## src/design/spf_pkg.sv

```systemverilog
/*
 Constants, register map, field layout and bus carriers for the serial port
 flag and pin block. Assumes a 10 MHz module clock and an AXI4-Lite master.
*/
package spf_pkg;
   localparam int CLK_HZ     = 10_000_000;
   localparam int BAUD_HZ    = 9600;
   localparam int BIT_CYCLES = CLK_HZ / BAUD_HZ;
   localparam logic [10:0] BIT_LAST = 11'(BIT_CYCLES - 1);
   localparam logic [10:0] BIT_HALF = 11'(BIT_CYCLES / 2);
   // Register byte addresses
   localparam logic [31:0] ADDR_CTRL1 = 32'h0000_0000;
   localparam logic [31:0] ADDR_CTRL2 = 32'h0000_0004;
   localparam logic [31:0] ADDR_STAT1 = 32'h0000_0008;
   localparam logic [31:0] ADDR_DATAH = 32'h0000_000c;
   localparam logic [31:0] ADDR_DATAL = 32'h0000_0010;
   localparam logic [31:0] ADDR_PURD  = 32'h0000_0014;
   localparam logic [31:0] ADDR_PORT  = 32'h0000_0018;
   localparam logic [31:0] ADDR_DIR   = 32'h0000_001c;
   // One-hot select positions
   localparam int SEL_CTRL1 = 0;
   localparam int SEL_CTRL2 = 1;
   localparam int SEL_STAT1 = 2;
   localparam int SEL_DATAH = 3;
   localparam int SEL_DATAL = 4;
   localparam int SEL_PURD  = 5;
   localparam int SEL_PORT  = 6;
   localparam int SEL_DIR   = 7;
   // Field positions
   localparam int C1_FRAME9 = 0;
   localparam int C1_ODRAIN = 1;
   localparam int C2_TXE_IE = 7;
   localparam int C2_TXC_IE = 6;
   localparam int C2_RX_IE  = 5;
   localparam int C2_IDL_IE = 4;
   localparam int C2_TX_EN  = 3;
   localparam int C2_RX_EN  = 2;
   localparam int C2_STBY   = 1;
   localparam int PD_PULLUP = 0;
   localparam int PD_REDUCE = 1;
   localparam int PIN_TX    = 1;
   localparam int PIN_RX    = 0;
   // Reset values
   localparam logic [7:0] CTRL1_RST = 8'h00;
   localparam logic [7:0] CTRL2_RST = 8'h00;
   localparam logic [7:0] PURD_RST  = 8'h00;
   localparam logic [7:0] PORT_RST  = 8'h00;
   localparam logic [7:0] DIR_RST   = 8'h00;
   // Frame and idle bit counts, last data bit indices and bus response codes
   localparam logic [3:0] IDLE_BITS_8 = 4'ha;
   localparam logic [3:0] IDLE_BITS_9 = 4'hb;
   localparam logic [3:0] DATA_LAST_8 = 4'h7;
   localparam logic [3:0] DATA_LAST_9 = 4'h8;
   localparam logic [1:0] RESP_OKAY   = 2'h0;
   localparam logic [1:0] RESP_SLVERR = 2'h2;

   typedef enum logic [1:0] {
      RX_IDLE  = 2'b00,
      RX_START = 2'b01,
      RX_DATA  = 2'b10,
      RX_STOP  = 2'b11
   } spf_rx_st_t;

   typedef struct packed {
      logic [31:0] awaddr;
      logic        awvalid;
      logic [31:0] wdata;
      logic [3:0]  wstrb;
      logic        wvalid;
      logic        bready;
      logic [31:0] araddr;
      logic        arvalid;
      logic        rready;
   } spf_axil_req_t;

   typedef struct packed {
      logic        awready;
      logic        wready;
      logic [1:0]  bresp;
      logic        bvalid;
      logic        arready;
      logic [31:0] rdata;
      logic [1:0]  rresp;
      logic        rvalid;
   } spf_axil_rsp_t;
endpackage

```

## src/design/spf_serial_port.sv

```systemverilog
/*
 Serial port flags and pins: AXI4-Lite register slave, minimal transmit and
 receive shifters, status flags with read/access clear sequences except transmit complete, which any DATAL write clears,
 interrupt request, and the two serial pins with direction, pullup, drive
 and open-drain control. Assumes pins are resolved to wire levels outside.
*/
// The register addresses and register access over AXI4-Lite were chosen for this implementation.
`timescale 1ns/1ps
module spf_serial_port
   import spf_pkg::*;
(
   input  wire logic          clock_i,
   input  wire logic          rst_b_i,
   input  wire spf_axil_req_t axi_req_i,
   output spf_axil_rsp_t      axi_rsp_o,
   input  wire logic          tx_pin_i,
   output logic               tx_pin_o,
   output logic               tx_pin_oe_o,
   input  wire logic          rx_pin_i,
   output logic               rx_pin_o,
   output logic               rx_pin_oe_o,
   output logic               pullup_en_o,
   output logic               reduced_drive_o,
   output logic               irq_req_o
);
   // ****************************************************************
   // Declarations
   // ****************************************************************
   logic        awready_ff, wready_ff, bvalid_ff, arready_ff, rvalid_ff;
   logic [1:0]  bresp_ff, rresp_ff;
   logic [31:0] rdata_ff, waddr_ff, wdata_ff;
   logic        wstrb0_ff, aw_have_ff, w_have_ff;
   logic [7:0]  ctrl1_ff, ctrl2_ff, purd_ff, port_ff, dir_ff;
   logic        rx_standby_ff, tx_bit8_ff;
   logic        tx_empty_flag_ff, tx_complete_flag_ff, rx_full_flag_ff;
   logic        idle_flag_ff, overrun_flag_ff, idle_allow_ff;
   logic [4:0]  arm_ff;
   logic [7:0]  tx_hold_ff;
   logic        tx_pend_ff;
   logic [10:0] tx_shift_ff;
   logic [3:0]  tx_left_ff;
   logic [10:0] tx_div_ff;
   logic [1:0]  pin_s1_ff, pin_s2_ff, pin_s3_ff, pin_filt_ff;
   spf_rx_st_t  rx_st_ff;
   logic [10:0] rx_div_ff;
   logic [3:0]  rx_bit_ff, idle_cnt_ff;
   logic [8:0]  rx_sh_ff, rx_data_ff;
   logic        tx_pin_ff, tx_oe_ff, rx_pin_ff, rx_oe_ff, irq_ff;

   // ****************************************************************
   // Address decode
   // ****************************************************************
   function automatic logic [7:0] spf_decode(input logic [31:0] a);
      logic [7:0] s;
      s = 8'h00;
      if (a == ADDR_CTRL1) s[SEL_CTRL1] = 1'b1;
      else if (a == ADDR_CTRL2) s[SEL_CTRL2] = 1'b1;
      else if (a == ADDR_STAT1) s[SEL_STAT1] = 1'b1;
      else if (a == ADDR_DATAH) s[SEL_DATAH] = 1'b1;
      else if (a == ADDR_DATAL) s[SEL_DATAL] = 1'b1;
      else if (a == ADDR_PURD) s[SEL_PURD] = 1'b1;
      else if (a == ADDR_PORT) s[SEL_PORT] = 1'b1;
      else if (a == ADDR_DIR) s[SEL_DIR] = 1'b1;
      return s;
   endfunction

   wire       aw_hs  = axi_req_i.awvalid & awready_ff;
   wire       w_hs   = axi_req_i.wvalid & wready_ff;
   wire       b_hs   = bvalid_ff & axi_req_i.bready;
   wire       ar_hs  = axi_req_i.arvalid & arready_ff;
   wire       r_hs   = rvalid_ff & axi_req_i.rready;
   wire       wr_go  = aw_have_ff & w_have_ff & ~bvalid_ff;
   wire [7:0] w_sel  = spf_decode(waddr_ff);
   wire [7:0] r_sel  = spf_decode(axi_req_i.araddr);
   wire       wr_en  = wr_go & wstrb0_ff;
   wire [7:0] wbyte  = wdata_ff[7:0];
   wire       wr_dl  = wr_en & w_sel[SEL_DATAL];
   wire       rd_st  = ar_hs & r_sel[SEL_STAT1];
   wire       rd_dl  = ar_hs & r_sel[SEL_DATAL];

   // ****************************************************************
   // Pin input synchronisers, filtered once two late stages agree
   // ****************************************************************
   wire [1:0] pin_raw = {tx_pin_i, rx_pin_i};
   always_ff @(posedge clock_i or negedge rst_b_i)
   begin
      if (!rst_b_i)
      begin
         pin_s1_ff <= 2'h3;
         pin_s2_ff <= 2'h3;
         pin_s3_ff <= 2'h3;
      end
      else
      begin
         pin_s1_ff <= pin_raw;
         pin_s2_ff <= pin_s1_ff;
         pin_s3_ff <= pin_s2_ff;
      end
   end

   genvar g;
   generate
      for (g = 0; g < 2; g++)
      begin : g_filt
         always_ff @(posedge clock_i or negedge rst_b_i)
         begin
            if (!rst_b_i)
               pin_filt_ff[g] <= 1'b1;
            else if (pin_s2_ff[g] == pin_s3_ff[g])
               pin_filt_ff[g] <= pin_s3_ff[g];
         end
      end
   endgenerate

   // ****************************************************************
   // Transmitter
   // ****************************************************************
   wire       frame9    = ctrl1_ff[C1_FRAME9];
   wire       tx_en     = ctrl2_ff[C2_TX_EN];
   wire       tx_busy   = (tx_left_ff != 4'h0);
   wire       tx_tick   = (tx_div_ff == BIT_LAST);
   wire       tx_load   = tx_pend_ff & ~tx_busy & tx_en;
   wire       tx_line   = tx_busy ? tx_shift_ff[0] : 1'b1;
   wire [10:0] tx_frame = frame9 ? {1'b1, tx_bit8_ff, tx_hold_ff, 1'b0}
                                 : {2'b11, tx_hold_ff, 1'b0};
   always_ff @(posedge clock_i or negedge rst_b_i)
   begin
      if (!rst_b_i)
      begin
         tx_shift_ff <= 11'h7ff;
         tx_left_ff  <= 4'h0;
         tx_div_ff   <= 11'h000;
      end
      else if (tx_load)
      begin
         tx_shift_ff <= tx_frame;
         tx_left_ff  <= frame9 ? IDLE_BITS_9 : IDLE_BITS_8;
         tx_div_ff   <= 11'h000;
      end
      else if (tx_busy)
      begin
         tx_div_ff <= tx_tick ? 11'h000 : tx_div_ff + 11'h001;
         if (tx_tick)
         begin
            tx_shift_ff <= {1'b1, tx_shift_ff[10:1]};
            tx_left_ff  <= tx_left_ff - 4'h1;
         end
      end
   end

   // ****************************************************************
   // Receiver and idle detector
   // ****************************************************************
   wire       rx_line   = pin_filt_ff[PIN_RX];
   wire       rx_en     = ctrl2_ff[C2_RX_EN];
   wire       rx_tick   = (rx_div_ff == BIT_LAST);
   wire [3:0] data_last = frame9 ? DATA_LAST_9 : DATA_LAST_8;
   wire [3:0] idle_goal = frame9 ? IDLE_BITS_9 : IDLE_BITS_8;
   wire       stop_ok   = (rx_st_ff == RX_STOP) & rx_tick & rx_line;
   wire       rx_keep   = stop_ok & ~rx_standby_ff;
   wire       ovr_set   = rx_keep & rx_full_flag_ff;
   wire       rx_set    = rx_keep & ~rx_full_flag_ff;
   wire [8:0] rx_word   = frame9 ? rx_sh_ff : {1'b0, rx_sh_ff[8:1]};
   wire       idle_hit  = (rx_st_ff == RX_IDLE) & rx_en & rx_tick & rx_line
                          & (idle_cnt_ff == idle_goal - 4'h1);
   wire       wake_idle = idle_hit & rx_standby_ff;
   wire       idle_set  = idle_hit & ~rx_standby_ff & idle_allow_ff;

   always_ff @(posedge clock_i or negedge rst_b_i)
   begin
      if (!rst_b_i)
      begin
         rx_st_ff  <= RX_IDLE;
         rx_div_ff <= 11'h000;
         rx_bit_ff <= 4'h0;
         rx_sh_ff  <= 9'h000;
      end
      else
      begin
         rx_div_ff <= rx_tick ? 11'h000 : rx_div_ff + 11'h001;
         case (rx_st_ff)
            RX_IDLE:
               if (rx_en && !rx_line)
               begin
                  rx_st_ff  <= RX_START;
                  rx_div_ff <= 11'h000;
               end
            RX_START:
               if (rx_div_ff == BIT_HALF)
               begin
                  rx_st_ff  <= rx_line ? RX_IDLE : RX_DATA;
                  rx_div_ff <= 11'h000;
                  rx_bit_ff <= 4'h0;
               end
            RX_DATA:
               if (rx_tick)
               begin
                  rx_sh_ff  <= {rx_line, rx_sh_ff[8:1]};
                  rx_bit_ff <= rx_bit_ff + 4'h1;
                  if (rx_bit_ff == data_last)
                     rx_st_ff <= RX_STOP;
               end
            RX_STOP:
               if (rx_tick)
                  rx_st_ff <= RX_IDLE;
            default:
               rx_st_ff <= RX_IDLE;
         endcase
      end
   end

   // Counts whole bit times of mark after a stop bit or since the receiver was enabled
   always_ff @(posedge clock_i or negedge rst_b_i)
   begin
      if (!rst_b_i)
         idle_cnt_ff <= 4'h0;
      else if (rx_st_ff != RX_IDLE || !rx_line || !rx_en)
         idle_cnt_ff <= 4'h0;
      else if (rx_tick && idle_cnt_ff != idle_goal)
         idle_cnt_ff <= idle_cnt_ff + 4'h1;
   end

   // Held frame is replaced only when no overrun
   always_ff @(posedge clock_i or negedge rst_b_i)
   begin
      if (!rst_b_i)
         rx_data_ff <= 9'h000;
      else if (rx_set)
         rx_data_ff <= rx_word;
   end

   // ****************************************************************
   // Flags, arming and interrupt request
   // ****************************************************************
   wire [4:0] flags    = {overrun_flag_ff, idle_flag_ff, rx_full_flag_ff,
                          tx_complete_flag_ff, tx_empty_flag_ff};
   wire [4:0] arm_drop = {{3{rd_dl}}, {2{wr_dl}}};
   wire [4:0] nxt_arm  = (arm_ff & ~arm_drop) | (rd_st ? flags : 5'h00);
   wire       txe_clr  = wr_dl & arm_ff[0];
   wire       txc_set  = tx_empty_flag_ff & ~tx_busy & ~tx_pend_ff & ~wr_dl;
   wire       txc_clr  = wr_dl | (wr_dl & arm_ff[1] & ~tx_busy);
   wire       rxf_clr  = rd_dl & arm_ff[2];
   wire       idl_clr  = rd_dl & arm_ff[3];
   wire       ovr_clr  = rd_dl & arm_ff[4];
   wire       nxt_irq  = (tx_empty_flag_ff & ctrl2_ff[C2_TXE_IE])
                       | (tx_complete_flag_ff & ctrl2_ff[C2_TXC_IE])
                       | ((rx_full_flag_ff | overrun_flag_ff) & ctrl2_ff[C2_RX_IE])
                       | (idle_flag_ff & ctrl2_ff[C2_IDL_IE]);

   always_ff @(posedge clock_i or negedge rst_b_i)
   begin
      if (!rst_b_i)
      begin
         tx_empty_flag_ff    <= 1'b1;
         tx_complete_flag_ff <= 1'b1;
         rx_full_flag_ff     <= 1'b0;
         idle_flag_ff        <= 1'b0;
         overrun_flag_ff     <= 1'b0;
         idle_allow_ff       <= 1'b1;
         arm_ff              <= 5'h00;
         irq_ff              <= 1'b0;
      end
      else
      begin
         tx_empty_flag_ff    <= tx_load | (tx_empty_flag_ff & ~txe_clr);
         tx_complete_flag_ff <= txc_set | (tx_complete_flag_ff & ~txc_clr);
         rx_full_flag_ff     <= rx_set | (rx_full_flag_ff & ~rxf_clr);
         idle_flag_ff        <= idle_set | (idle_flag_ff & ~idl_clr);
         overrun_flag_ff     <= ovr_set | (overrun_flag_ff & ~ovr_clr);
         idle_allow_ff       <= rx_set | (idle_allow_ff & ~idle_set);
         arm_ff              <= nxt_arm;
         irq_ff              <= nxt_irq;
      end
   end

   // ****************************************************************
   // Register file
   // ****************************************************************
   always_ff @(posedge clock_i or negedge rst_b_i)
   begin
      if (!rst_b_i)
      begin
         ctrl1_ff      <= CTRL1_RST;
         ctrl2_ff      <= CTRL2_RST;
         purd_ff       <= PURD_RST;
         port_ff       <= PORT_RST;
         dir_ff        <= DIR_RST;
         rx_standby_ff <= 1'b0;
         tx_bit8_ff    <= 1'b0;
         tx_hold_ff    <= 8'h00;
         tx_pend_ff    <= 1'b0;
      end
      else
      begin
         if (wr_en && w_sel[SEL_CTRL1]) ctrl1_ff <= wbyte;
         if (wr_en && w_sel[SEL_CTRL2]) ctrl2_ff <= wbyte;
         if (wr_en && w_sel[SEL_PURD]) purd_ff <= wbyte;
         if (wr_en && w_sel[SEL_PORT]) port_ff <= wbyte;
         if (wr_en && w_sel[SEL_DIR]) dir_ff <= wbyte;
         if (wr_en && w_sel[SEL_DATAH]) tx_bit8_ff <= wbyte[6];
         if (wr_en && w_sel[SEL_CTRL2]) rx_standby_ff <= wbyte[C2_STBY];
         else if (wake_idle) rx_standby_ff <= 1'b0;
         if (wr_dl) tx_hold_ff <= wbyte;
         tx_pend_ff <= wr_dl | (tx_pend_ff & ~tx_load);
      end
   end

   logic [7:0] rd_mux;
   always_comb
   begin
      rd_mux = 8'h00;
      if (r_sel[SEL_CTRL1]) rd_mux = ctrl1_ff;
      else if (r_sel[SEL_CTRL2]) rd_mux = {ctrl2_ff[7:2], rx_standby_ff, ctrl2_ff[0]};
      else if (r_sel[SEL_STAT1]) rd_mux = {flags[0], flags[1], flags[2], flags[3],
                                           flags[4], 3'h0};
      else if (r_sel[SEL_DATAH]) rd_mux = {rx_data_ff[8], tx_bit8_ff, 6'h00};
      else if (r_sel[SEL_DATAL]) rd_mux = rx_data_ff[7:0];
      else if (r_sel[SEL_PURD]) rd_mux = purd_ff;
      else if (r_sel[SEL_PORT]) rd_mux = {6'h00, pin_filt_ff};
      else if (r_sel[SEL_DIR]) rd_mux = dir_ff;
   end

   // ****************************************************************
   // AXI4-Lite handshakes
   // ****************************************************************
   always_ff @(posedge clock_i or negedge rst_b_i)
   begin
      if (!rst_b_i)
      begin
         awready_ff <= 1'b1;
         wready_ff  <= 1'b1;
         aw_have_ff <= 1'b0;
         w_have_ff  <= 1'b0;
         waddr_ff   <= 32'h0000_0000;
         wdata_ff   <= 32'h0000_0000;
         wstrb0_ff  <= 1'b0;
         bvalid_ff  <= 1'b0;
         bresp_ff   <= RESP_OKAY;
      end
      else
      begin
         if (aw_hs) {awready_ff, aw_have_ff, waddr_ff} <= {2'b01, axi_req_i.awaddr};
         if (w_hs) {wready_ff, w_have_ff, wdata_ff} <= {2'b01, axi_req_i.wdata};
         if (w_hs) wstrb0_ff <= axi_req_i.wstrb[0];
         if (wr_go) {aw_have_ff, w_have_ff, bvalid_ff} <= 3'b001;
         if (wr_go) bresp_ff <= (w_sel == 8'h00) ? RESP_SLVERR : RESP_OKAY;
         if (b_hs) {awready_ff, wready_ff, bvalid_ff} <= 3'b110;
      end
   end

   always_ff @(posedge clock_i or negedge rst_b_i)
   begin
      if (!rst_b_i)
      begin
         arready_ff <= 1'b1;
         rvalid_ff  <= 1'b0;
         rdata_ff   <= 32'h0000_0000;
         rresp_ff   <= RESP_OKAY;
      end
      else if (ar_hs)
      begin
         arready_ff <= 1'b0;
         rvalid_ff  <= 1'b1;
         rdata_ff   <= {24'h00_0000, rd_mux};
         rresp_ff   <= (r_sel == 8'h00) ? RESP_SLVERR : RESP_OKAY;
      end
      else if (r_hs)
         {arready_ff, rvalid_ff} <= 2'b10;
   end

   // ****************************************************************
   // Pin drivers
   // ****************************************************************
   wire od      = ctrl1_ff[C1_ODRAIN];
   wire tx_val  = tx_en ? tx_line : port_ff[PIN_TX];
   wire rx_val  = port_ff[PIN_RX];
   always_ff @(posedge clock_i or negedge rst_b_i)
   begin
      if (!rst_b_i)
      begin
         tx_pin_ff <= 1'b1;
         tx_oe_ff  <= 1'b0;
         rx_pin_ff <= 1'b0;
         rx_oe_ff  <= 1'b0;
      end
      else
      begin
         tx_pin_ff <= tx_val;
         tx_oe_ff  <= dir_ff[PIN_TX] & (~od | ~tx_val);
         rx_pin_ff <= rx_val;
         rx_oe_ff  <= dir_ff[PIN_RX] & (~od | ~rx_val);
      end
   end

   assign tx_pin_o        = tx_pin_ff;
   assign tx_pin_oe_o     = tx_oe_ff;
   assign rx_pin_o        = rx_pin_ff;
   assign rx_pin_oe_o     = rx_oe_ff;
   assign pullup_en_o     = purd_ff[PD_PULLUP];
   assign reduced_drive_o = purd_ff[PD_REDUCE];
   assign irq_req_o       = irq_ff;
   assign axi_rsp_o       = '{awready: awready_ff, wready: wready_ff, bresp: bresp_ff,
                              bvalid: bvalid_ff, arready: arready_ff, rdata: rdata_ff,
                              rresp: rresp_ff, rvalid: rvalid_ff};
endmodule // spf_serial_port

```

## config.mk

```make
export PLATFORM = sky130hd
export DESIGN_NAME = spf_serial_port
export DESIGN_NICKNAME = d
export VERILOG_FILES = /design/src/design/spf_pkg.sv /design/src/design/spf_serial_port.sv
export SDC_FILE = /design/constraint.sdc
export NUM_CORES = 1
export LEC_CHECK = 0
export ABC_AREA = 0
export BUFFER_PORTS_ARGS = -buffer_cell sky130_fd_sc_hd__buf_2
export CELL_PAD_IN_SITES_DETAIL_PLACEMENT = 0
export CELL_PAD_IN_SITES_GLOBAL_PLACEMENT = 1
export CORE_ASPECT_RATIO = 1.5
export CORE_MARGIN = 3
export CORE_UTILIZATION = 44
export CTS_CLUSTER_DIAMETER = 60
export CTS_CLUSTER_SIZE = 10
export DETAILED_ROUTE_END_ITERATION = 12
export HOLD_SLACK_MARGIN = 0.15
export PLACE_DENSITY = 0.9
export SYNTH_ARGS = -nofsm -noshare
export SYNTH_HDL_FRONTEND = slang
export SYNTH_SLANG_ARGS = --single-unit
```

## constraint.sdc

```tcl
create_clock -name clock_i -period 3 [get_ports clock_i]
set_clock_uncertainty 0.05 [all_clocks]
set_input_delay 0.3 -clock clock_i [delete_from_list [all_inputs] [get_ports clock_i]]
set_output_delay 0.3 -clock clock_i [all_outputs]
set_load 0.05 [all_outputs]
```

* Yosys cells after proc, flatten, opt, wreduce, memory -nomap -nowiden
Cells that the tools add are included.
** Word-level totals
- Flip-flop bits (word level) :: 194
- Input port bits :: 109
- Output and inout bits :: 48
- Word-level logic and storage cells :: 286
** Operators by class
- Add/subtract/negate cells :: 6
- Reductions and logical operators :: 34
- Bitwise logic cells :: 80
- Equal/unequal tests :: 30
- Muxes and demuxes :: 88
** Operators by type and width (count)
- == test 32 x 5 -> 1 bit, second input constant :: 8
- == test 32 x 4 -> 1 bit, second input constant :: 4
- two-way mux 11 bit :: 9
- == test 32 x 3 -> 1 bit, second input constant :: 2
- logical NOT 32 bit :: 2
- two-way mux 8 bit :: 8
- AND 1 bit :: 47
- two-way mux 4 bit :: 10
- two-way mux 1 bit :: 37
- nonzero test 2 bit :: 12
- adder 11 x 1 -> 11 bit, second input constant :: 2
- == test 11 bit, second input constant :: 2
- one-hot mux 11 bit (2 select lines) :: 1
- two-way mux 2 bit :: 10
- logical NOT 8 bit :: 2
- NOT 1 bit :: 16
- two-way mux 5 bit :: 3
- two-way mux 7 bit :: 2
- bitwise OR 1 bit :: 14
- two-way mux 6 bit :: 2
- == test 11 x 10 -> 1 bit, second input constant :: 1
- two-way mux 10 bit :: 1
- two-way mux 9 bit :: 1
- adder 4 x 1 -> 4 bit, second input constant :: 2
- other kinds (22) :: 40

* Longest topological paths before layout
Gate-level depths: netlist (run 1).
- Depth after elaboration :: 17
- Gate-level depth with buffers :: 9
- Depth with buffers taken out :: 7

* Worst setup path before layout (run 1)
OpenSTA, ideal clock, no wires.
- Kind :: reg-to-reg
- Start point :: reg waddr_ff[9]
- End point :: reg tx_hold_ff[3]
- Path slack :: 0.860 ns
- Buffers on the path :: 1
- Cell stages (with the launch flop) :: 7
- Data required time :: 2.825 ns
- Arrival :: 1.965 ns
- Path through :: dfrtp_1 > nor4_1 > and4_1 > nand4_4 > nor4_2 > buf_2 > mux2_2
** On the way
- Word-level cells in the longest chain between the ends :: 7
** Ends and longest elaborated chain
- from (decl) :: line spf_serial_port.sv:31 : logic [31:0] rdata_ff, waddr_ff, wdata_ff;
- from (signal assigned) :: line spf_serial_port.sv:342 : if (aw_hs) {awready_ff, aw_have_ff, waddr_ff} <= {2'b01, axi_req_i.awaddr};
- == test 32 x 5 -> 1 bit :: line spf_serial_port.sv:60 : else if (a == ADDR_DATAL) s[SEL_DATAL] = 1'b1;
- two-way mux 1 bit :: line spf_serial_port.sv:60
- two-way mux 4 bit :: line spf_serial_port.sv:59 : else if (a == ADDR_DATAH) s[SEL_DATAH] = 1'b1;
- two-way mux 5 bit :: line spf_serial_port.sv:58 : else if (a == ADDR_STAT1) s[SEL_STAT1] = 1'b1;
- two-way mux 6 bit :: line spf_serial_port.sv:57 : else if (a == ADDR_CTRL2) s[SEL_CTRL2] = 1'b1;
- two-way mux 7 bit * :: line spf_serial_port.sv:56 : if (a == ADDR_CTRL1) s[SEL_CTRL1] = 1'b1;
- AND 1 bit * :: line spf_serial_port.sv:77 : wire wr_dl = wr_en & w_sel[SEL_DATAL];
- to (signal assigned) :: line spf_serial_port.sv:303 : if (wr_dl) tx_hold_ff <= wbyte;
- to (decl) :: line spf_serial_port.sv:38 : logic [7:0] tx_hold_ff;
Every way passes the cells marked *; elsewhere a longest branch is shown, timed or not.
A chain may end at the register's enable or synchronous reset.

* Worst setup path after layout (run 1)
- Start point :: reg waddr_ff[9]
- End point :: reg ctrl2_ff[7]
** On the way
- Word-level cells in the longest chain between the ends :: 4
** Ends and longest elaborated chain
- == test 32 x 3 -> 1 bit :: line spf_serial_port.sv:57
- two-way mux 1 bit :: line spf_serial_port.sv:57
- two-way mux 7 bit * :: line spf_serial_port.sv:56
- logical AND 1 bit * :: line spf_serial_port.sv:296 : if (wr_en && w_sel[SEL_CTRL2]) ctrl2_ff <= wbyte;
- to (signal assigned) :: line spf_serial_port.sv:296
- to (decl) :: line spf_serial_port.sv:33 : logic [7:0] ctrl1_ff, ctrl2_ff, purd_ff, port_ff, dir_ff;
Marked as above.

==> summary.txt, run 1 <==
Die
  – Die H: 178.5 µm
  – Initial Utilization: 45.17%
  – Core area: 19,320 µm²
  – I/O pins: 157
  – Die area: 21,590 µm²
  – # rows: 62
  – Die width: 121.0 µm

Power and ir drop
  – Net Switching: 0.001748 W
  – Switching power share of the total: 27.87%
  – VDD IR max: 0.3927 mV
  – Combinational share of power: 14.5%
  – LEAKAGE: 4.924 nW
  – Clock Power Share: 34.3%
  – Internal: 0.004522 W
  – PwrDens: 596.0 nW/µm²
  – Final Total Pwr: 0.006270 W
  – Flop pwr share: 51.2%

Placement
  – IO buf count: 103
  – Placement-stage cell area: 9459 µm²
  – DP HPWL: 13.18 mm
  – Placed cell count: 1,104
  – Placer Congestion: 0.8666

Clock network
  – CTS Buffer Depth: 2
  – Clock-pin slew of the registers on the worst-case setup and hold paths: 0.07 ns
  – CTS Root Cell: clkbuf_16
  – Clock sinks: 189
  – CTS Buf Count: 17
  – CTS H-tree lvls: 4
  – Worst-skew pair later-pin latency: 0.42 ns
  – Post_cts resized: 0
  – Setup bufs post-CTS: 0
  – Hold_buf cts: 50
  – CTS tree: done

Detailed routing
  – WL per Instance: 15.74 µm
  – DRC: 0
  – Drt pass-1 iters: 5
  – Via density: 5.133
  – Final ANT Viol Nets: 0
  – Final WL: 18.68 mm
  – Via count: 6,093
  – Initial DRC Count: 332

STA
  – Hold_ws: 0.2924 ns
  – Period utilization: 86.19%
  – Finish-stage setup viols: 0
  – Worst slew margin relative to its limit: 42.27%
  – Final Max Slew Viols: 0
  – RSZ-0062 raised after global routing: no
  – Setup TNS: 0 ns
  – Slew @ Worst Pin: 0.8660 ns
  – Final Hold Violating Endpoints: 0
  – Fin crit period: 2.586 ns
  – Achievable Freq: 0.3868 GHz

Synth
  – Number of synthesized register bits: 189
  – Part of the Yosys area used for sequential elements: 54.57%
  – Yosys top cell area share: 47.04%
  – Syn Inst Count: 761
  – Synthesized area: 8725 µm²
  – Leading area contributor after synthesis: dfrtp_1
  – Cell variety after synth: 62
  – Count leader, synth: dfrtp_1
  – Post-synth EDFFs: 0
  – Main synth FF type: dfrtp_1
  – Synth cell count leaders: dfrtp_1 (164), nand2_1 (94), mux2_2 (83)
  – Yosys Warn Count: 0
  – FFs w/ async S/R, synth: 100.0%
  – Mean Syn Cell Area: 11.46 µm²
  – Area contributors post-synth: dfrtp_1 (47%), mux2_2 (11%), dfstp_2 (7.5%), nand2_1 (4.0%), mux2i_1 (3.1%)

Setup path
  – Critical Path AT: 2.84 ns
  – R2R depth: 5
  – Worst reg2reg setup slack: 0.41 ns
  – Crit path capture type: register
  – Crit Path Max Fanout: 8
  – CP Class: register to register
  – Req. time, crit path: 3.25 ns
  – Startpoint Class: register

Cells and area
  – Non-filler cells, final: 1,187
  – Final #Nets: 1,033
  – Proportion of layout cells with a drive suffix above 1: 29.57%
  – Area grow syn2layout: 20.58%
  – Cell area after layout: 10,520 µm²

Hold path
  – WHS Path Cells: 5
  – Worst hold path type: input pin to register

Global route
  – First-pass GRT wire length: 30.85 mm
  – Gr ovfl total: 0
  – Largest net degree at the start of global routing: 91
  – GRT Overall Usage: 18.02%
  – Antenna violations before repair: 1
  – Number of global-route vias before repair: 6,201

Run
  – Max-cap check violation count: 0

Outcome
  – Status: finished, final reports clean
==> cell families (layout without fill, tap and decap cells) <==
| family | Yosys count | count (layout) | share of synthesized area [%] |
|---|---|---|---|
| xor gates and xnor gates | 17 | 17 | 1.707 |
| AOI/OAI and AO/OA | 90 | 90 | 6.411 |
| muxes | 120 | 120 | 15.79 |
| adders and majority gates | 9 | 9 | 1.233 |
| and+or+nand+nor | 263 | 263 | 15.69 |
| DFF | 189 | 189 | 54.57 |
| other | 1 | 27 | 0.04298 |
| buffers and inverters | 72 | 216 | 4.560 |
==> registers in the layout, summed over array words and instances, names as in the netlist, 9 cells and up, named ones only <==
signal,cells
rx_sh_ff,9
tx_shift_ff,10
tx_div_ff,11
rx_data_ff,9
waddr_ff,32
rx_div_ff,11
==> placed cells by master (no fill, tap or decap), drive strengths merged, types with 4 or more instances in the layout <==
cell type / Yosys / layout
dfrtp: 164 / 164
buf: 39 / 116
nand2: 94 / 94
mux2: 90 / 90
dlygate4sd3: 0 / 50
nor2: 43 / 43
o21ai: 40 / 40
nand3: 27 / 27
mux2i: 27 / 27
conb: 1 / 26
dfstp: 25 / 25
clkbuf: 16 / 23
inv: 17 / 21
nor3: 19 / 19
nor4: 19 / 19
nand4: 17 / 17
a21oi: 13 / 13
xor2: 10 / 10
nor2b: 9 / 9
xnor2: 7 / 7
a31oi: 7 / 7
ha: 7 / 7
or3: 5 / 5
a21o: 5 / 5
a22o: 5 / 5
nand3b: 4 / 4
==> layout make-up <==
class / count / area [µm²]
Multi-Input combinational cell: 525 / 3660
Fill cell: 1626 / 8796
Clock buffer: 22 / 454.2
Antenna cell: 1 / 2.502
Clock inverter: 10 / 103.9
Timing Repair Buffer: 167 / 1155
Inverter: 17 / 63.81
Tap cell: 256 / 320.3
Sequential cell: 189 / 4761
==> power by group through the flow <==
stage / Combinational, W / Sequential (W) / Clock [W]
6_report: 0.000911 / 0.00321 / 0.00215
5_1_grt: 0.000995 / 0.00326 / 0.00231
4_1_cts: 0.000916 / 0.00320 / 0.00221
3_5_place_dp: 0.000857 / 0.00325 / 0
3_3_place_gp: 0.000837 / 0.00323 / 0
2_1_floorplan: 0.000684 / 0.00315 / 0
==> final timing paths <==
kind / from / endpoint
setup / recovery: waddr_ff[9]$_DFFE_PN0P_ / ctrl2_ff[7]$_DFFE_PN0P_
hold / removal: axi_req_i[3] / rdata_ff[4]$_DFFE_PN0P_
setup reg to reg: waddr_ff[9]$_DFFE_PN0P_ / ctrl2_ff[7]$_DFFE_PN0P_
hold reg to reg: pin_s1_ff[1]$_DFF_PN1_ / pin_s2_ff[1]$_DFF_PN1_
max in group asynchronous: rst_b_i / pin_s3_ff[1]$_DFF_PN1_
min in group asynchronous: rst_b_i / tx_hold_ff[1]$_DFFE_PN0P_
==> metrics by stage <==
| step | utilization (%) | worst slack, ns |
|---|---|---|
| 3_5_place_dp | 48.97 | 0.4144 |
| 3_3_place_gp | 48.97 | 0.4596 |
| 2_1_floorplan | - | 0.8602 |
| 5_1_grt | 54.46 | 0.3027 |
| 4_1_cts | 54.45 | 0.3804 |
| 6_report | 54.46 | 0.4144 |
==> routing by layer <==
layer  share of wire, %  vias up  GRT usage, %  wire, µm
li1                   -     2971             -         -
met1                 40     2985         20.71      7471
met2                 55      112         33.10     10240
met3                3.1       25         3.331       582
met4                2.0        0         6.616       382
met5                  0        -             0         0
==> worst max-delay path: stages, from the launching register on <==
cell and delay, ns:
dfrtp_1 0.38, nor4_1 0.32, and4_1 0.30, nand4_4 0.18, or4_1 0.83, mux2_4 0.40
(Power assumes the default switching activity.)
==> run 2, diff against run 1 <==
- SLEW_MARGIN: default -> 10
- clock period: 3 -> 2.5 ns (I/O delays scaled with it)
==> run 2 against run 1 <==
Power grew 22%; sequential power rose by 21%; design area grew 1.1%; cell count up 1.2%; routed wire length grew 2.7%; clock power rose by 24%; fmax rose by 13%; largest cell class unchanged; via count increased by 2.1%; count of clock-buffer cells in the layout shrank 2.
==> summary.txt, run 2 (synthesis results as in run 1) <==
Outcome
  – Status: finished, final reports clean (unchanged)

Cells and area
  – Fillers: 1,655 (was 1,626)
  – Largest reg by FF count: waddr_ff (unchanged)
  – Commonest cells after routing, fill and taps aside: dfrtp_1 (164), buf_2 (102), nand2_1 (94), mux2_2 (83), dlygate4sd3_1 (51) (was dfrtp_1 (164), buf_2 (102), nand2_1 (94), mux2_2 (83), dlygate4sd3_1 (50))
  – Antenna cells: 0 (was 1)
  – Area grow syn2layout: 21.91% (was 20.58%)
  – Number of flip-flops in the largest register: 32 (unchanged)
  – Commonest non-fill, non-tap cell in the layout: dfrtp_1 (unchanged)
  – Proportion of layout cells with a drive suffix above 1: 30.79% (was 29.57%)
  – Final #Nets: 1,048 (was 1,033)
  – Largest registers: waddr_ff x32, rx_div_ff x11, tx_div_ff x11 (unchanged)

Clock network
  – CTS Buffer Depth: 2 (unchanged)
  – CTS Root Cell: clkbuf_16 (unchanged)
  – Clock sinks: 189 (unchanged)
  – Clock-pin slew of the registers on the worst-case setup and hold paths: 0.08 ns (was 0.07 ns)
  – CTS tree: done (unchanged)
  – CTS H-tree lvls: 4 (unchanged)
  – CTS Buf Count: 17 (unchanged)
  – Worst-skew pair later-pin latency: 0.44 ns (was 0.42 ns)
  – Post_cts resized: 0 (unchanged)

Detailed routing
  – Drt pass-1 iters: 7 (was 5)
  – DRC: 0 (unchanged)
  – Final WL: 19.19 mm (was 18.68 mm)
  – Via density: 5.180 (was 5.133)
  – Initial DRC Count: 331 (was 332)
  – Via count: 6,221 (was 6,093)
  – WL per Instance: 15.97 µm (was 15.74 µm)
  – Final ANT Viol Nets: 0 (unchanged)

STA
  – Finish-stage setup viols: 0 (unchanged)
  – Worst slew margin relative to its limit: 57.78% (was 42.27%)
  – Setup TNS: 0 ns (unchanged)
  – Period utilization: 91.84% (was 86.19%)
  – Final Hold Violating Endpoints: 0 (unchanged)
  – Fin crit period: 2.296 ns (was 2.586 ns)
  – RSZ-0062 raised after global routing: no (unchanged)
  – Slew @ Worst Pin: 0.6310 ns (was 0.8660 ns)
  – Final Max Slew Viols: 0 (unchanged)
  – Achievable Freq: 0.4356 GHz (was 0.3868 GHz)

Global route
  – Gr ovfl total: 0 (unchanged)
  – GRT Overall Usage: 18.59% (was 18.02%)
  – Largest net degree at the start of global routing: 74 (was 91)
  – Antenna violations before repair: 0 (was 1)
  – Number of global-route vias before repair: 6,390 (was 6,201)
  – First-pass GRT wire length: 31.66 mm (was 30.85 mm)

Power and ir drop
  – VDD IR max: 0.4877 mV (was 0.3927 mV)
  – LEAKAGE: 4.997 nW (was 4.924 nW)
  – Final Total Pwr: 0.007640 W (was 0.006270 W)
  – PwrDens: 718.3 nW/µm² (was 596.0 nW/µm²)

Setup path
  – Slowest stage cell, crit path: or4_1 (unchanged)
  – CP Class: register to register (unchanged)
  – Critical Path AT: 2.57 ns (was 2.84 ns)
  – R2R depth: 6 (was 5)
  – Worst setup path endpoint: ctrl2_ff[7]$_DFFE_PN0P_ (unchanged)
  – Max incr delay on CP: 0.49 ns (was 0.83 ns)
  – Startpoint Class: register (unchanged)
  – Req. time, crit path: 2.77 ns (was 3.25 ns)
  – Critical-path cell list: nor4_1 > and4_1 > nand4_4 > or4_1 > buf_4 > mux2_4 (was nor4_1 > and4_1 > nand4_4 > or4_1 > mux2_4)
  – CP Buf/Inv Count: 1 (was 0)
  – Crit path capture type: register (unchanged)
  – Beginning of the critical path: waddr_ff[9]$_DFFE_PN0P_ (unchanged)
  – Crit Path Max Fanout: 8 (unchanged)
  – Worst R2R End: ctrl2_ff[7]$_DFFE_PN0P_ (unchanged)
  – RR Startpoint: waddr_ff[9]$_DFFE_PN0P_ (unchanged)
  – Worst reg2reg setup slack: 0.20 ns (was 0.41 ns)
  – WP depth: 6 (was 5)
  – Crit path max-delay family: simple AND/OR/NAND/NOR gates (unchanged)

Die
  – Die H: 178.5 µm (unchanged)
  – Core area: 19,320 µm² (unchanged)
  – # rows: 62 (unchanged)
  – I/O pins: 157 (unchanged)
  – Die area: 21,590 µm² (unchanged)
  – Initial Utilization: 45.17% (unchanged)
  – Die width: 121.0 µm (unchanged)

Placement
  – DP HPWL: 13.59 mm (was 13.18 mm)
  – IO buf count: 103 (unchanged)
  – Placer Congestion: 0.8283 (was 0.8666)

Run
  – Max-cap check violation count: 0 (unchanged)

Hold path
  – Worst hold path type: input pin to register (unchanged)
  – Min-delay src: axi_req_i[3] (unchanged)
run 2: cell types whose count changed in the layout (fill, tap and decap cells not counted), sizes merged:
cell / delta
dlygate4sd3: +1
inv: +3
clkinv: -2
clkinvlp: +1
diode: -1
clkbuf: -2
buf: +14
run 2: where the power goes:
group | total, W | switching (W) | internal [W]
Combinational | 0.00111 | 0.000569 | 0.000543
Sequential | 0.00387 | 0.000393 | 0.00347
Clock | 0.00266 | 0.00123 | 0.00143
Total | 0.00764 | 0.00219 | 0.00545
run 2: metal layers:
metal	track usage (%)	up-vias	share of wire, %
met1	21.13	3059	39
li1	-	2993	-
met4	8.648	0	2.9
met3	3.014	35	3.3
met5	0	-	0
met2	33.80	134	54
run 2: worst min path at each step:
stage | end | slack [ns] | cells after the start
2_1_floorplan | asynchronous set/reset pin | -0.1 | 0
3_3_place_gp | tx_left_ff[2]$_DFFE_PN0P_ | 0.25 | 1
3_5_place_dp | tx_left_ff[3]$_DFFE_PN0P_ | 0.25 | 1
4_1_cts | rdata_ff[4]$_DFFE_PN0P_ | 0.21 | 5
5_1_grt | rdata_ff[4]$_DFFE_PN0P_ | 0.25 | 5
6_report | rdata_ff[4]$_DFFE_PN0P_ | 0.22 | 5
run 2: what timing repair did:
item / 4_1_cts / 5_1_grt
buffers inserted: 0 / 0
setup endpoints to repair: 0 / 0
hold endpoints to repair: 117 / 0
hold buffers: 51 / 0
run 2: final cells by class:
class	instances	area (µm²)	share of cell area, %
flip-flops and latches	189	4761	44.76
multi-input cells	525	3660	34.41
repair buffers	182	1257	11.82
clock buffers	20	446.7	4.199
well taps	256	320.3	3.011
clock inverters	12	127.6	1.200
inverters	17	63.81	0.5999
run 2: worst min-delay path, cell delays in order:
cell and delay, ns:
buf_2 0.10, nor2_1 0.04, buf_4 0.15, nand2_1 0.05, o21ai_0 0.06
run 2: metrics by stage:
step / cell area, µm² / util [%] / hold WS, ns / std cells / worst slack [ns]
6_report: 10640 / 55.07 / 0.2240 / 1201 / 0.2041
5_1_grt: 10640 / 55.07 / 0.2477 / 1201 / 0.01495
4_1_cts: 10640 / 55.07 / 0.2110 / 1201 / 0.1915
3_5_place_dp: 9552 / 49.45 / 0.2528 / 1118 / 0.2173
3_3_place_gp: 9552 / 49.45 / 0.2530 / 1118 / 0.2533
2_1_floorplan: 8818 / - / -0.09559 / 786 / 0.3602
==> run 3, diff against run 2 <==
- CELL_PAD_IN_SITES_DETAIL_PLACEMENT: 0 -> default
- CELL_PAD_IN_SITES_GLOBAL_PLACEMENT: 1 -> default
- CORE_UTILIZATION: 44 -> 47
- CTS_CLUSTER_DIAMETER: 60 -> 150
- PLACE_DENSITY: 0.9 -> 0.82
- clock period: 2.5 -> 1.85 ns (I/O delays scaled with it)
==> run 3 against run 2 <==
The run now ends with setup timing left; sequential power rose by 36%; sequential share of layout area fell by 4.3 points; first-iteration DRC count grew 87%; global-route usage is 4.4 points higher; power rose by 43%; core utilization rose by 10 points; cell count is 5.1% higher; via count grew 12%; count of clock-buffer cells in the layout did not move; register-to-register slack lost 0.50 ns; design area is 11% higher; non-clock buffer count increased by 64; largest power group unchanged.
==> summary.txt, run 3 (synthesis results as in run 1) <==
Cells and area
  – Final #Nets: 1,114 (was 1,048)
  – Largest reg by FF count: waddr_ff (unchanged)
  – Area grow syn2layout: 34.98% (was 21.91%)
  – Number of flip-flops in the largest register: 32 (unchanged)
  – Proportion of layout cells with a drive suffix above 1: 40.95% (was 30.79%)
  – Final core occ: 65.09% (was 55.07%)
  – Fillers: 1,251 (was 1,655)
  – Commonest cells after routing, fill and taps aside: dfrtp_1 (164), buf_2 (103), nand2_1 (73), buf_4 (63), dlygate4sd3_1 (53) (was dfrtp_1 (164), buf_2 (102), nand2_1 (94), mux2_2 (83), dlygate4sd3_1 (51))
  – Largest registers: waddr_ff x32, rx_div_ff x11, tx_div_ff x11 (unchanged)
  – Commonest non-fill, non-tap cell in the layout: dfrtp_1 (unchanged)

Detailed routing
  – Initial DRC Count: 618 (was 331)
  – WL per Instance: 18.82 µm (was 15.97 µm)
  – DRC: 0 (unchanged)
  – Drt pass-1 iters: 5 (was 7)
  – Via count: 6,968 (was 6,221)
  – Final WL: 23.75 mm (was 19.19 mm)
  – Final ANT Viol Nets: 0 (unchanged)
  – Via density: 5.521 (was 5.180)

Placement
  – IO buf count: 103 (unchanged)
  – DP HPWL: 14.44 mm (was 13.59 mm)
  – Placer Congestion: 0.9255 (was 0.8283)
  – Place WS: -0.4332 ns (was 0.2173 ns)

Setup path
  – R2R depth: 6 (unchanged)
  – Crit path max-delay family: simple AND/OR/NAND/NOR gates (unchanged)
  – Req. time, crit path: 2.12 ns (was 2.77 ns)
  – Worst R2R End: ctrl2_ff[2]$_DFFE_PN0P_ (was ctrl2_ff[7]$_DFFE_PN0P_)
  – Worst reg2reg setup slack: -0.29 ns (was 0.20 ns)
  – Crit Path Max Fanout: 8 (unchanged)
  – Max incr delay on CP: 0.44 ns (was 0.49 ns)
  – Startpoint Class: register (unchanged)
  – CP Buf/Inv Count: 1 (unchanged)
  – Crit path capture type: register (unchanged)
  – Critical Path AT: 2.41 ns (was 2.57 ns)
  – CP Class: register to register (unchanged)
  – Critical-path cell list: nor4_2 > and4_1 > nand4_4 > or4_4 > buf_6 > mux2_4 (was nor4_1 > and4_1 > nand4_4 > or4_1 > buf_4 > mux2_4)
  – RR Startpoint: waddr_ff[31]$_DFFE_PN0P_ (was waddr_ff[9]$_DFFE_PN0P_)
  – Slowest stage cell, crit path: or4_4 (was or4_1)

Hold path
  – Worst hold path type: input pin to register (unchanged)
  – Worst Hold End: rdata_ff[0]$_DFFE_PN0P_ (was rdata_ff[4]$_DFFE_PN0P_)
  – Min-delay src: axi_req_i[17] (was axi_req_i[3])
  – WHS Path Cells: 6 (was 5)

Clock network
  – Clock-pin slew of the registers on the worst-case setup and hold paths: 0.07 ns (was 0.08 ns)
  – Clock sinks: 189 (unchanged)
  – CTS Buf Count: 17 (unchanged)
  – CTS Root Cell: clkbuf_16 (unchanged)
  – CTS tree: done (unchanged)
  – CTS H-tree lvls: 4 (unchanged)
  – Worst-skew pair later-pin latency: 0.44 ns (about the same)
  – CTS Buffer Depth: 2 (unchanged)

STA
  – Final Max Slew Viols: 0 (unchanged)
  – Slew @ Worst Pin: 0.5890 ns (was 0.6310 ns)
  – Achievable Freq: 0.4667 GHz (was 0.4356 GHz)
  – Setup ws final: -0.2927 ns (was 0.2041 ns)
  – RSZ-0062 raised after global routing: yes (was no)
  – Fin crit period: 2.143 ns (was 2.296 ns)
  – Period utilization: 115.8% (was 91.84%)
  – Hold_ws: 0.1704 ns (was 0.2240 ns)
  – Finish-stage setup viols: 64 (was 0)
  – Final Hold Violating Endpoints: 0 (unchanged)
  – Worst slew margin relative to its limit: 60.55% (was 57.78%)

Power and ir drop
  – PwrDens: 929.3 nW/µm² (was 718.3 nW/µm²)
  – Final Total Pwr: 0.01094 W (was 0.007640 W)
  – LEAKAGE: 5.529 nW (was 4.997 nW)
  – VDD IR max: 0.6721 mV (was 0.4877 mV)

Die
  – Die area: 20,270 µm² (was 21,590 µm²)
  – # rows: 60 (was 62)
  – I/O pins: 157 (unchanged)
  – Die H: 172.9 µm (was 178.5 µm)
  – Die width: 117.2 µm (was 121.0 µm)
  – Initial Utilization: 48.22% (was 45.17%)
  – Core area: 18,090 µm² (was 19,320 µm²)

Outcome
  – Failing checks: setup timing
  – Status: finished with violations (was finished, final reports clean)

Global route
  – Routing usage on met1: 26.26% (was 21.13%)
  – Gr ovfl total: 0 (unchanged)
  – Antenna violations before repair: 3 (was 0)
  – GRT Overall Usage: 22.98% (was 18.59%)
  – Largest net degree at the start of global routing: 55 (was 74)
  – Grt peak-use layer: met2 (unchanged)
  – Met2 usage: 40.32% (was 33.80%)
  – Met3 usage in global routing: 4.307% (was 3.014%)
  – Number of global-route vias before repair: 7,136 (was 6,390)
  – First-pass GRT wire length: 36.49 mm (was 31.66 mm)

Run
  – Max-cap check violation count: 0 (unchanged)
[run 3: final cells by class]
class / count / area [µm²] / share of cell area (%)
diodes: 3 / 7.507 / 0.06375
clock buffers: 20 / 456.7 / 3.878
clock inverters: 12 / 168.9 / 1.434
inverters: 17 / 63.81 / 0.5419
multi-input cells: 527 / 4126 / 35.04
flip-flops and latches: 189 / 4761 / 40.43
well taps: 248 / 310.3 / 2.635
repair buffers: 246 / 1882 / 15.98
[run 3: worst register-to-register path, cell delays in order, from the launching register on]
cell and delay [ns]:
dfrtp_1 0.40, nor4_2 0.27, and4_1 0.27, nand4_4 0.12, or4_4 0.45, buf_6 0.17, mux2_4 0.31
[run 3: through the flow]
step,instances,instance area [µm²],setup TNS (ns)
floorplan,786,8910,-7.747
global placement,1155,10010,-15.61
detailed placement,1155,10010,-18.40
CTS,1244,11360,-11.34
global route,1262,11780,-17.38
finish,1262,11780,-10.39
[run 3: what timing repair did]
item / CTS / global route
buffers inserted: 4 / 9
hold endpoints to repair: 227 / 0
cloned: 1 / 6
gates resized for setup: 48 / 80
setup endpoints to repair: 92 / 98
pin swaps: 8 / 23
hold buffers: 53 / 0
[run 3: worst max-delay path by stage]
stage | cells past startpoint | slack, ns | to | startpoint
after global routing | 6 | -0.35 | ctrl2_ff[0]$_DFFE_PN0P_ | waddr_ff[5]$_DFFE_PN0P_
after detailed placement | 7 | -0.43 | tx_hold_ff[4]$_DFFE_PN0P_ | waddr_ff[17]$_DFFE_PN0P_
final | 6 | -0.29 | ctrl2_ff[2]$_DFFE_PN0P_ | waddr_ff[31]$_DFFE_PN0P_
after CTS | 6 | -0.33 | ctrl2_ff[0]$_DFFE_PN0P_ | waddr_ff[31]$_DFFE_PN0P_
after global placement | 7 | -0.38 | tx_hold_ff[2]$_DFFE_PN0P_ | waddr_ff[17]$_DFFE_PN0P_
after floorplan | 6 | -0.23 | ctrl2_ff[0]$_DFFE_PN0P_ | waddr_ff[12]$_DFFE_PN0P_
[run 3: power breakdown]
group / internal (W) / switching [W]
Sequential: 0.00469 / 0.000581
Combinational: 0.000854 / 0.000898
Clock: 0.00224 / 0.00168
[run 3: metal layers]
metal | vias to the layer above | part of all wire (%)
met3 | 65 | 5.1
met1 | 3457 | 35
met2 | 297 | 55
met5 | - | 0
li1 | 3149 | -
met4 | 0 | 4.3
